===== config.mk =====
export PLATFORM = sky130hd
export DESIGN_NAME = pdcl_top
export DESIGN_NICKNAME = d
export VERILOG_FILES = /design/src/logic/pdcl_pkg.sv /design/src/logic/pdcl_rate_gen.sv /design/src/logic/pdcl_top.sv
export SDC_FILE = /design/constraint.sdc
export NUM_CORES = 1
export LEC_CHECK = 0
export BUFFER_PORTS_ARGS = -buffer_cell sky130_fd_sc_hd__buf_2
export CAP_MARGIN = 0
export CORE_ASPECT_RATIO = 0.5
export CORE_MARGIN = 2
export CORE_UTILIZATION = 40
export DETAILED_ROUTE_END_ITERATION = 6
export PLACE_DENSITY_LB_ADDON = 0.3
export SLEW_MARGIN = 10
export SYNTH_ARGS = -nofsm -noshare
export SYNTH_HDL_FRONTEND = slang
export SYNTH_SLANG_ARGS = --single-unit

===== constraint.sdc =====
create_clock -name i_mclk -period 10.3 [get_ports i_mclk]
set_clock_uncertainty 0.2 [all_clocks]
set_input_delay 0.515 -clock i_mclk [delete_from_list [all_inputs] [get_ports i_mclk]]
set_output_delay 0.515 -clock i_mclk [all_outputs]
set_load 0.005 [all_outputs]

===== src/logic/pdcl_pkg.sv =====
// Package of constants shared by the pulse drive command logic.
package pdcl_pkg;
  localparam logic [2:0] ADDR_COMMAND_WORD = 3'h0;
  localparam logic [2:0] ADDR_MAIN_STATUS = 3'h1;
  localparam logic [2:0] ADDR_READ_DATA_LOW = 3'h2;
  localparam logic [2:0] ADDR_READ_DATA_HIGH = 3'h3;
  localparam logic [2:0] ADDR_TARGET_LOW = 3'h4;
  localparam logic [2:0] ADDR_TARGET_HIGH = 3'h5;
  localparam logic [2:0] ADDR_CONFIG = 3'h6;
  localparam logic [2:0] ADDR_SPLIT_SET = 3'h7;

  localparam logic [7:0] CMD_SPLIT_READ = 8'h47;
  localparam logic [7:0] CMD_REL_DRIVE = 8'h50;
  localparam logic [7:0] CMD_CREL_DRIVE = 8'h51;
  localparam logic [7:0] CMD_PLUS_CONT = 8'h52;
  localparam logic [7:0] CMD_MINUS_CONT = 8'h53;
  localparam logic [7:0] CMD_ABS_DRIVE = 8'h54;
  localparam logic [7:0] CMD_DEC_STOP = 8'h56;
  localparam logic [7:0] CMD_INST_STOP = 8'h57;
  localparam logic [7:0] CMD_DIR_PLUS = 8'h58;
  localparam logic [7:0] CMD_DIR_MINUS = 8'h59;
  localparam logic [7:0] CMD_HOME_SEARCH = 8'h5A;
  localparam logic [3:0] LINK_ENABLE = 4'h8;
  localparam logic [3:0] LINK_DISABLE = 4'h9;
  localparam logic [3:0] LINK_ACTIVATE = 4'hA;

  localparam int CFG_ONE_PULSE_BIT = 0;
  localparam int CFG_IN_POSITION_INPUT_EN_BIT = 1;
  localparam int CFG_IN_POSITION_INPUT_LEVEL_BIT = 2;
  localparam int CFG_EXT_STOP_EN_BIT = 3;
  localparam int STAT_DRIVE_BIT = 0;
  localparam int STAT_HOME_BIT = 1;
  localparam int STAT_LINK_LSB = 4;

  localparam logic [15:0] PERIOD_RESET = 16'h0004;
  localparam logic [15:0] SPLIT_RESET = 16'h0000;

  typedef enum logic [1:0] {
    PDCL_IDLE = 2'b00,
    PDCL_SETTLE = 2'b01,
    PDCL_RUN = 2'b10,
    PDCL_WAIT_POS = 2'b11
  } pdcl_state_t;
endpackage : pdcl_pkg


===== src/logic/pdcl_rate_gen.sv =====
// Pulse rate divider giving a one-cycle step enable.
`timescale 1ns/10ps
module pdcl_rate_gen
  import pdcl_pkg::*;
(
  input wire logic i_mclk,
  input wire logic i_srst,
  input wire logic i_run,
  input wire logic [15:0] i_period,
  output logic o_step
);
  logic [15:0] count;

  // Step fires on the first run cycle so the first pulse is not delayed a whole period.
  always_ff @(posedge i_mclk) begin
    if (i_srst || !i_run) begin
      count <= 16'h0000;
    end else if (count >= i_period) begin
      count <= 16'h0000;
    end else begin
      count <= count + 16'h0001;
    end
  end

  assign o_step = i_run && (count == 16'h0000);
endmodule : pdcl_rate_gen


===== src/logic/pdcl_top.sv =====
// Pulse drive command logic: command decode, drive sequencing and readback.
`timescale 1ns/10ps
module pdcl_top
  import pdcl_pkg::*;
(
  input wire logic i_mclk,
  input wire logic i_srst,
  input wire logic [2:0] i_addr,
  input wire logic [15:0] i_wdata,
  input wire logic i_wr,
  input wire logic i_rd,
  output logic [15:0] o_rdata,
  input wire logic i_in_position_input,
  input wire logic i_ext_stop,
  input wire logic [3:0] i_link_load,
  input wire logic [31:0] i_general_holding_register,
  output logic o_plus_pulse_output,
  output logic o_minus_pulse_output,
  output logic o_heading,
  output logic [3:0] o_link_activate,
  output logic [31:0] o_logical_position
);
  pdcl_state_t state;
  pdcl_state_t next_state;
  logic [31:0] target_count_or_endpoint;
  logic [15:0] config_bits;
  logic [15:0] start_period;
  logic [15:0] period;
  logic [15:0] split_length;
  logic [15:0] pulse_width;
  logic [31:0] read_data;
  logic [31:0] remaining;
  logic continuous;
  logic minus_dir;
  logic decel;
  logic home_search;
  logic [3:0] link_enabled;
  logic step;
  logic pulse_hi;
  logic cmd_wr;
  logic [7:0] cmd;
  logic is_drive_cmd;
  logic stop_now;
  logic pos_ok;
  logic [31:0] cmd_count;
  logic cmd_minus;

  assign cmd_wr = i_wr && (i_addr == ADDR_COMMAND_WORD);
  assign cmd = i_wdata[7:0];
  assign pos_ok = i_in_position_input == config_bits[CFG_IN_POSITION_INPUT_LEVEL_BIT];

  // Signed counts are turned into a magnitude and a heading at command time.
  always_comb begin
    cmd_count = target_count_or_endpoint;
    cmd_minus = 1'b0;
    is_drive_cmd = 1'b0;
    unique case (cmd)
      CMD_REL_DRIVE: begin
        is_drive_cmd = 1'b1;
        cmd_minus = target_count_or_endpoint[31];
      end
      CMD_CREL_DRIVE: begin
        is_drive_cmd = 1'b1;
        cmd_minus = !target_count_or_endpoint[31];
      end
      CMD_ABS_DRIVE: begin
        is_drive_cmd = 1'b1;
        cmd_count = target_count_or_endpoint - o_logical_position;
        cmd_minus = cmd_count[31];
      end
      CMD_PLUS_CONT, CMD_HOME_SEARCH: begin
        is_drive_cmd = 1'b1;
      end
      CMD_MINUS_CONT: begin
        is_drive_cmd = 1'b1;
        cmd_minus = 1'b1;
      end
      default: begin
        is_drive_cmd = 1'b0;
      end
    endcase
    // The magnitude follows the sign of the count itself, so a counter-relative move of a negative count stays short.
    if (cmd_count[31]) begin
      cmd_count = 32'h0000_0000 - cmd_count;
    end
    if (i_wdata[15:8] != 8'h00) begin
      is_drive_cmd = 1'b0;
    end
  end

  assign stop_now = (state == PDCL_RUN) && ((cmd_wr && cmd == CMD_INST_STOP) ||
    (config_bits[CFG_EXT_STOP_EN_BIT] && i_ext_stop) ||
    (decel && step && period >= start_period) ||
    (!continuous && step && remaining <= 32'h0000_0001));

  always_comb begin
    next_state = state;
    unique case (state)
      PDCL_IDLE: begin
        if (cmd_wr && is_drive_cmd) begin
          next_state = PDCL_SETTLE;
        end
      end
      PDCL_SETTLE: begin
        next_state = PDCL_RUN;
      end
      PDCL_RUN: begin
        if (stop_now) begin
          next_state = config_bits[CFG_IN_POSITION_INPUT_EN_BIT] ? PDCL_WAIT_POS : PDCL_IDLE;
        end
      end
      PDCL_WAIT_POS: begin
        if (pos_ok) begin
          next_state = PDCL_IDLE;
        end
      end
    endcase
  end

  always_ff @(posedge i_mclk) begin
    if (i_srst) begin
      state <= PDCL_IDLE;
    end else begin
      state <= next_state;
    end
  end

  // Drive setup on start; a zero count finishes on its first step without a pulse.
  always_ff @(posedge i_mclk) begin
    if (i_srst) begin
      remaining <= 32'h0000_0000;
      continuous <= 1'b0;
      minus_dir <= 1'b0;
      home_search <= 1'b0;
    end else if (state == PDCL_IDLE && cmd_wr && is_drive_cmd) begin
      remaining <= cmd_count;
      continuous <= (cmd == CMD_PLUS_CONT) || (cmd == CMD_MINUS_CONT) || (cmd == CMD_HOME_SEARCH);
      minus_dir <= cmd_minus;
      home_search <= cmd == CMD_HOME_SEARCH;
    end else if (state == PDCL_RUN && step && remaining != 32'h0000_0000) begin
      remaining <= remaining - 32'h0000_0001;
    end else if (state == PDCL_IDLE) begin
      home_search <= 1'b0;
    end
  end

  // Heading is presettable only while idle and follows the drive once started.
  always_ff @(posedge i_mclk) begin
    if (i_srst) begin
      o_heading <= 1'b0;
    end else if (state == PDCL_IDLE && cmd_wr && is_drive_cmd) begin
      o_heading <= cmd_minus;
    end else if (state == PDCL_IDLE && cmd_wr && cmd == CMD_DIR_PLUS && i_wdata[15:8] == 8'h00) begin
      o_heading <= 1'b0;
    end else if (state == PDCL_IDLE && cmd_wr && cmd == CMD_DIR_MINUS && i_wdata[15:8] == 8'h00) begin
      o_heading <= 1'b1;
    end
  end

  // Simple ramp: a decelerating stop ends on the next step, as period already equals start_period (both load PERIOD_RESET).
  always_ff @(posedge i_mclk) begin
    if (i_srst) begin
      decel <= 1'b0;
      period <= PERIOD_RESET;
    end else if (state != PDCL_RUN) begin
      decel <= 1'b0;
      period <= PERIOD_RESET;
    end else begin
      if (cmd_wr && cmd == CMD_DEC_STOP) begin
        decel <= 1'b1;
      end
      if (decel && step) begin
        period <= period + 16'h0001;
      end
    end
  end

  pdcl_rate_gen u_rate (
    .i_mclk(i_mclk),
    .i_srst(i_srst),
    .i_run(state == PDCL_RUN),
    .i_period(period),
    .o_step(step)
  );

  assign pulse_hi = step && (continuous || remaining != 32'h0000_0000);

  always_ff @(posedge i_mclk) begin
    if (i_srst) begin
      o_plus_pulse_output <= 1'b0;
      o_minus_pulse_output <= 1'b0;
    end else begin
      o_plus_pulse_output <= pulse_hi && (config_bits[CFG_ONE_PULSE_BIT] || !minus_dir);
      o_minus_pulse_output <= pulse_hi && !config_bits[CFG_ONE_PULSE_BIT] && minus_dir;
    end
  end

  always_ff @(posedge i_mclk) begin
    if (i_srst) begin
      o_logical_position <= 32'h0000_0000;
    end else if (pulse_hi) begin
      o_logical_position <= minus_dir ? o_logical_position - 32'h0000_0001 : o_logical_position + 32'h0000_0001;
    end
  end

  // Linked action decode; the activate pulse is gated by the enable state.
  always_ff @(posedge i_mclk) begin
    if (i_srst) begin
      link_enabled <= 4'h0;
      o_link_activate <= 4'h0;
    end else begin
      o_link_activate <= 4'h0;
      if (cmd_wr && i_wdata[15:8] == 8'h00) begin
        if (i_wdata[7:4] == LINK_ENABLE) begin
          link_enabled <= link_enabled | i_wdata[3:0];
        end else if (i_wdata[7:4] == LINK_DISABLE) begin
          link_enabled <= link_enabled & ~i_wdata[3:0];
        end else if (i_wdata[7:4] == LINK_ACTIVATE) begin
          o_link_activate <= link_enabled & i_wdata[3:0];
        end
      end
    end
  end

  // Configuration, target and split settings; a linked load overrides a host write.
  always_ff @(posedge i_mclk) begin
    if (i_srst) begin
      target_count_or_endpoint <= 32'h0000_0000;
      config_bits <= 16'h0000;
      start_period <= PERIOD_RESET;
      split_length <= SPLIT_RESET;
      pulse_width <= SPLIT_RESET;
    end else begin
      if (i_wr && i_addr == ADDR_TARGET_LOW) begin
        target_count_or_endpoint[15:0] <= i_wdata;
      end
      if (i_wr && i_addr == ADDR_TARGET_HIGH) begin
        target_count_or_endpoint[31:16] <= i_wdata;
      end
      if (i_wr && i_addr == ADDR_CONFIG) begin
        config_bits <= i_wdata;
      end
      if (i_wr && i_addr == ADDR_SPLIT_SET) begin
        split_length <= i_wdata;
        pulse_width <= i_wdata;
      end
      if (|(i_link_load & link_enabled)) begin
        split_length <= i_general_holding_register[15:0];
        pulse_width <= i_general_holding_register[31:16];
      end
    end
  end

  always_ff @(posedge i_mclk) begin
    if (i_srst) begin
      read_data <= 32'h0000_0000;
    end else if (cmd_wr && cmd == CMD_SPLIT_READ && i_wdata[15:8] == 8'h00) begin
      read_data <= {pulse_width, split_length};
    end
  end

  always_ff @(posedge i_mclk) begin
    if (i_srst) begin
      o_rdata <= 16'h0000;
    end else if (i_rd) begin
      unique case (i_addr)
        ADDR_MAIN_STATUS: begin
          o_rdata <= {8'h00, link_enabled, 2'b00, home_search, state != PDCL_IDLE};
        end
        ADDR_READ_DATA_LOW: begin
          o_rdata <= read_data[15:0];
        end
        ADDR_READ_DATA_HIGH: begin
          o_rdata <= read_data[31:16];
        end
        ADDR_CONFIG: begin
          o_rdata <= config_bits;
        end
        default: begin
          o_rdata <= 16'h0000;
        end
      endcase
    end else begin
      o_rdata <= 16'h0000;
    end
  end

  chk_drive_flag_start: assert property (@(posedge i_mclk) disable iff (i_srst)
    (state == PDCL_IDLE && cmd_wr && is_drive_cmd) |=> state == PDCL_SETTLE)
    else $error("drive did not start");
  chk_first_pulse_gap: assert property (@(posedge i_mclk) disable iff (i_srst)
    state == PDCL_SETTLE |=> state == PDCL_RUN && step ##1 (o_plus_pulse_output || o_minus_pulse_output || remaining == 0))
    else $error("first pulse late");
  chk_in_position_input_hold: assert property (@(posedge i_mclk) disable iff (i_srst)
    (state == PDCL_WAIT_POS && !pos_ok) |=> state == PDCL_WAIT_POS)
    else $error("motion flag dropped early");
  chk_inst_stop: assert property (@(posedge i_mclk) disable iff (i_srst)
    (state == PDCL_RUN && cmd_wr && cmd == CMD_INST_STOP) |=> state != PDCL_RUN)
    else $error("instant stop missed");
  chk_stop_ignored: assert property (@(posedge i_mclk) disable iff (i_srst)
    (state == PDCL_IDLE && cmd_wr && (cmd == CMD_INST_STOP || cmd == CMD_DEC_STOP)) |=> state == PDCL_IDLE)
    else $error("stop acted while idle");
  chk_pos_count: assert property (@(posedge i_mclk) disable iff (i_srst)
    o_plus_pulse_output && !config_bits[CFG_ONE_PULSE_BIT] |-> o_logical_position == $past(o_logical_position) + 1)
    else $error("position not counted up");
  chk_minus_cont: assert property (@(posedge i_mclk) disable iff (i_srst)
    (state == PDCL_IDLE && cmd_wr && is_drive_cmd && cmd == CMD_MINUS_CONT) |=> ##1 minus_dir && continuous)
    else $error("minus drive setup wrong");
  chk_split_read: assert property (@(posedge i_mclk) disable iff (i_srst)
    (cmd_wr && cmd == CMD_SPLIT_READ && i_wdata[15:8] == 0) |=> read_data == {$past(pulse_width), $past(split_length)})
    else $error("split readback wrong");
  chk_link_enable: assert property (@(posedge i_mclk) disable iff (i_srst)
    (cmd_wr && i_wdata[15:4] == 12'h008) |=> (link_enabled & $past(i_wdata[3:0])) == $past(i_wdata[3:0]))
    else $error("link enable lost");
endmodule : pdcl_top


==> results by group <==
Power
  – Switching power: 521 uW
  – Power per cell area: 128 nW/um^2
  – Part of the power in registers: 0.446
  – Int Power: 1590 uW
  – Clk pwr share: 0.466
  – Peak VDD IR: 0.000121 V
  – Combinational share of power: 0.088
  – Total power draw: roughly 2100 uW
  – Sw Ratio: 0.246
  – Leakage: 0.00654 uW

Hold path
  – WHS Path Cells: 3
  – Hold EP: split_length[11]$_SDFFE_PP0P_
  – HP Start: i_general_holding_register[11]
  – Min-Delay Path Class: input pin to flop

Outcome
  – Status: finished clean

Global routing
  – Total grt overflow: 0
  – Vias in the first global route: 12700
  – GR Util All Layers: 0.223
  – Largest net degree at the start of global routing: 70
  – First-pass GRT wire length: 69300 um
  – Initial antenna violation count: 0

STA
  – Slew margin rel.: 0.410
  – Final hold vios: 0
  – Final setup fails: 0
  – Sum of negative setup slack: 0 ns
  – Worst-margin pin slew: 0.876 ns
  – Tmin final: 4.83 ns
  – F_max: 0.207 GHz
  – Final clock period utilization by the worst path: 0.468
  – Max Slew Vio Count: 0
  – RSZ-0062 raised after global routing: no

Clock tree
  – # resized after CTS: 0
  – Sink Count: 241
  – Num CTS Buffers: 26
  – CTS root buffer: clkbuf_16
  – Clk buf depth: 3
  – Setup Buffers After CTS: 0
  – Post-CTS Hold Fix Bufs: 0
  – CTS tree: done
  – Clk_lat worst skew: 0.55 ns
  – H-tree depth: 1
  – Clk pin slew, worst setup/hold paths: 0.07 ns

Critical path
  – R2r endpoint: o_logical_position[31]$_SDFFE_PP0P_
  – R2R Setup Slk: 5.47 ns
  – Setup crit end kind: flop
  – Crit-path max cell delay: 0.72 ns
  – Slowest cell on crit path: a2111oi_0
  – Largest delay share family, worst path: compound AO/OA/AOI/OAI gates
  – Critical Path AT: 5.05 ns
  – Worst Setup Start Kind: flop
  – Cell breakdown of the critical path: buf_4 -> ha_1 -> a21o_1 -> a21o_1 -> a2111oi_0 -> o31ai_1 -> a21oi_1 -> o31ai_1 -> a2111oi_0 -> o41ai_1 -> a21o_1 -> a311o_1 -> mux2_1
  – Critical path peak fanout: 33
  – Reg2Reg Launch Point: minus_dir$_SDFFE_PP0P_
  – Crit path top cell by count: a21o_1
  – Worst path buffer plus inverter count: 1
  – Worst Path Required: 10.53 ns
  – Critical path type: flop to flop
  – R2R cell count: 13

Finish
  – Number of diodes: 0
  – Final net count: 2137
  – Area delta synth->final: 12.7%
  – Post-route cell area: 16500 um^2
  – Layout cell share with drive strength beyond 1: 0.110

Routing
  – DR pass1 iterations: 6
  – Drt via density: 5.49
  – WL per Instance: 17.5 um
  – # DRC: 0
  – First-iteration detailed-routing DRC count: ~1100
  – ANT nets after route: 0
  – Vias: 13700
  – Final wirelength: between 40000 and 50000 um

Floorplan
  – Cell row count: 49
  – Initial core utilization: 0.407
  – Top-Level Pins: 116
  – DIE HEIGHT: 139 um
  – Core box area: 36000 um^2
  – Chip width: 275 um
  – Die footprint: 38300 um^2

Placed design
  – DP Area: 15600 um^2
  – HPWL Detailed: 31400 um
  – Port bufs: 115
  – Placer Congestion: 0.902

Synthesis
  – Area of the mapped netlist: about 15000 um^2
  – Syn Inst Count: 1924
  – Synth Area per Inst: between 7 and 8 um^2
  – Top FF cell, synth: dfxtp_1
  – Synth warnings: 0
  – Sequential fraction of the synthesis area: 0.329
  – Yosys reg bits: 241
  – Post-synth ARST share: 0
  – Syn Nets: 2071
  – Synth unique cells: between 80 and 90
  – Top cells by area, synth: dfxtp_1, nand2_1, ha_1, a21oi_1, nor2_1
  – Post-synth top area cell: dfxtp_1
  – Post-synth EDFFs: 0
  – Top-area cell type share of the netlist area: 0.329

Run
  – Max Cap Viol: 0
## cell families (layout without fill, tap and decap cells)
logic type,count (synthesis),count (layout),share of synthesized area
and+or+nand+nor,794,794,0.249
AOI/OAI and AO/OA,484,484,0.209
DFF,241,241,0.329
buffers and inverters,167,253,0.0452
xor gates and xnor gates,125,125,0.0746
adders and majority gates,86,86,0.0744
muxes,27,27,0.0188
## worst max path at each step
stage,startpoint,end,slack (ns),cells past startpoint
after detailed placement,o_logical_position[0]$_SDFFE_PP0P_,remaining[25]$_SDFFE_PP0P_,5.61,15
after floorplan,i_wdata[4],remaining[24]$_SDFFE_PP0P_,5.63,16
final,minus_dir$_SDFFE_PP0P_,o_logical_position[31]$_SDFFE_PP0P_,5.47,13
after global routing,o_logical_position[1]$_SDFFE_PP0P_,remaining[8]$_SDFFE_PP0P_,5.17,14
after CTS,minus_dir$_SDFFE_PP0P_,o_logical_position[31]$_SDFFE_PP0P_,5.59,13
after global placement,minus_dir$_SDFFE_PP0P_,o_logical_position[31]$_SDFFE_PP0P_,5.64,13
## cells in the mapped netlist (all sizes together), types with 10 or more instances
cell    instances
dfxtp         241
o31ai          16
nand3          29
and3           20
nor4           17
ha             84
a211oi         23
nand4          22
a311oi         33
a31oi          12
inv            71
or4            12
mux2i          22
and2           10
clkbuf         76
o22ai          18
buf            20
or2            10
or3            15
nand2b         12
xor2           49
nor2b          21
a21oi         204
nand2         362
xnor2          76
nor3           46
nor2          192
a21o           37
o21a           13
o21ai          72
## layout by cell type (no fill, tap or decap), drive strengths merged, types with 37 or more instances in the layout
| cell type | netlist | final |
|---|---|---|
| nor2 | 192 | 192 |
| inv | 71 | 71 |
| nand2 | 362 | 362 |
| buf | 20 | 134 |
| xor2 | 49 | 49 |
| o21ai | 72 | 72 |
| dfxtp | 241 | 241 |
| a21oi | 204 | 204 |
| ha | 84 | 84 |
| xnor2 | 76 | 76 |
| a21o | 37 | 37 |
| nor3 | 46 | 46 |
| clkbuf | 76 | 42 |
## layer usage
metal / vias up / wire, um / GRT usage / part of all wire
met5: - / 0 / 0 / 0
met3: 58 / 2300 / 0.0316 / 0.053
li1: 6885 / - / - / -
met4: 0 / 857 / 0.0512 / 0.020
met1: 6425 / 21300 / 0.327 / 0.49
met2: 334 / 19200 / 0.345 / 0.44
## sequential cells by signal (all words and copies together), names as in the netlist, 2 cells and up, named ones only
signal	count
config_bits	16
o_link_activate	4
o_logical_position	32
o_rdata	16
period	16
pulse_width	16
read_data	32
remaining	32
split_length	16
state	2
target_count_or_endpoint	32
u_rate.count	16
## power groups by stage
stage	registers, uW	clock network [uW]	logic (uW)
floorplan	963	0	129
global placement	965	0	182
detailed placement	965	0	184
CTS	944	998	184
global route	944	1040	203
finish	944	985	186
## tightest hold or removal path: cells and delay by family
kind,cells,cell delay (ns)
AO/OA/AOI/OAI,1,0.05
buffers and inverters,1,0.09
AND/OR/NAND/NOR,1,0.09
## per-stage QoR
stage	hold slack (ns)	std cells	setup WS, ns	util
final	0.0601	2494	5.47	0.459
after global routing	0.0580	2494	5.17	0.459
after CTS	0.0449	2494	5.59	0.459
after detailed placement	0.244	2446	5.61	0.434
after global placement	0.239	2446	5.64	0.434
after floorplan	0.232	1924	5.63	-
## cell type report
cell class / instances / area, um^2
Timing Repair Buffer: 134 / 724
Multi-Input combinational cell: 1516 / 9220
Inverter: 71 / 267
Fill cell: 3663 / 19500
Clock buffer: 42 / 812
Tap cell: 484 / 606
Clock inverter: 6 / 86.3
Sequential cell: 241 / 4820
Note: power is estimated with default switching activity, not from simulation.
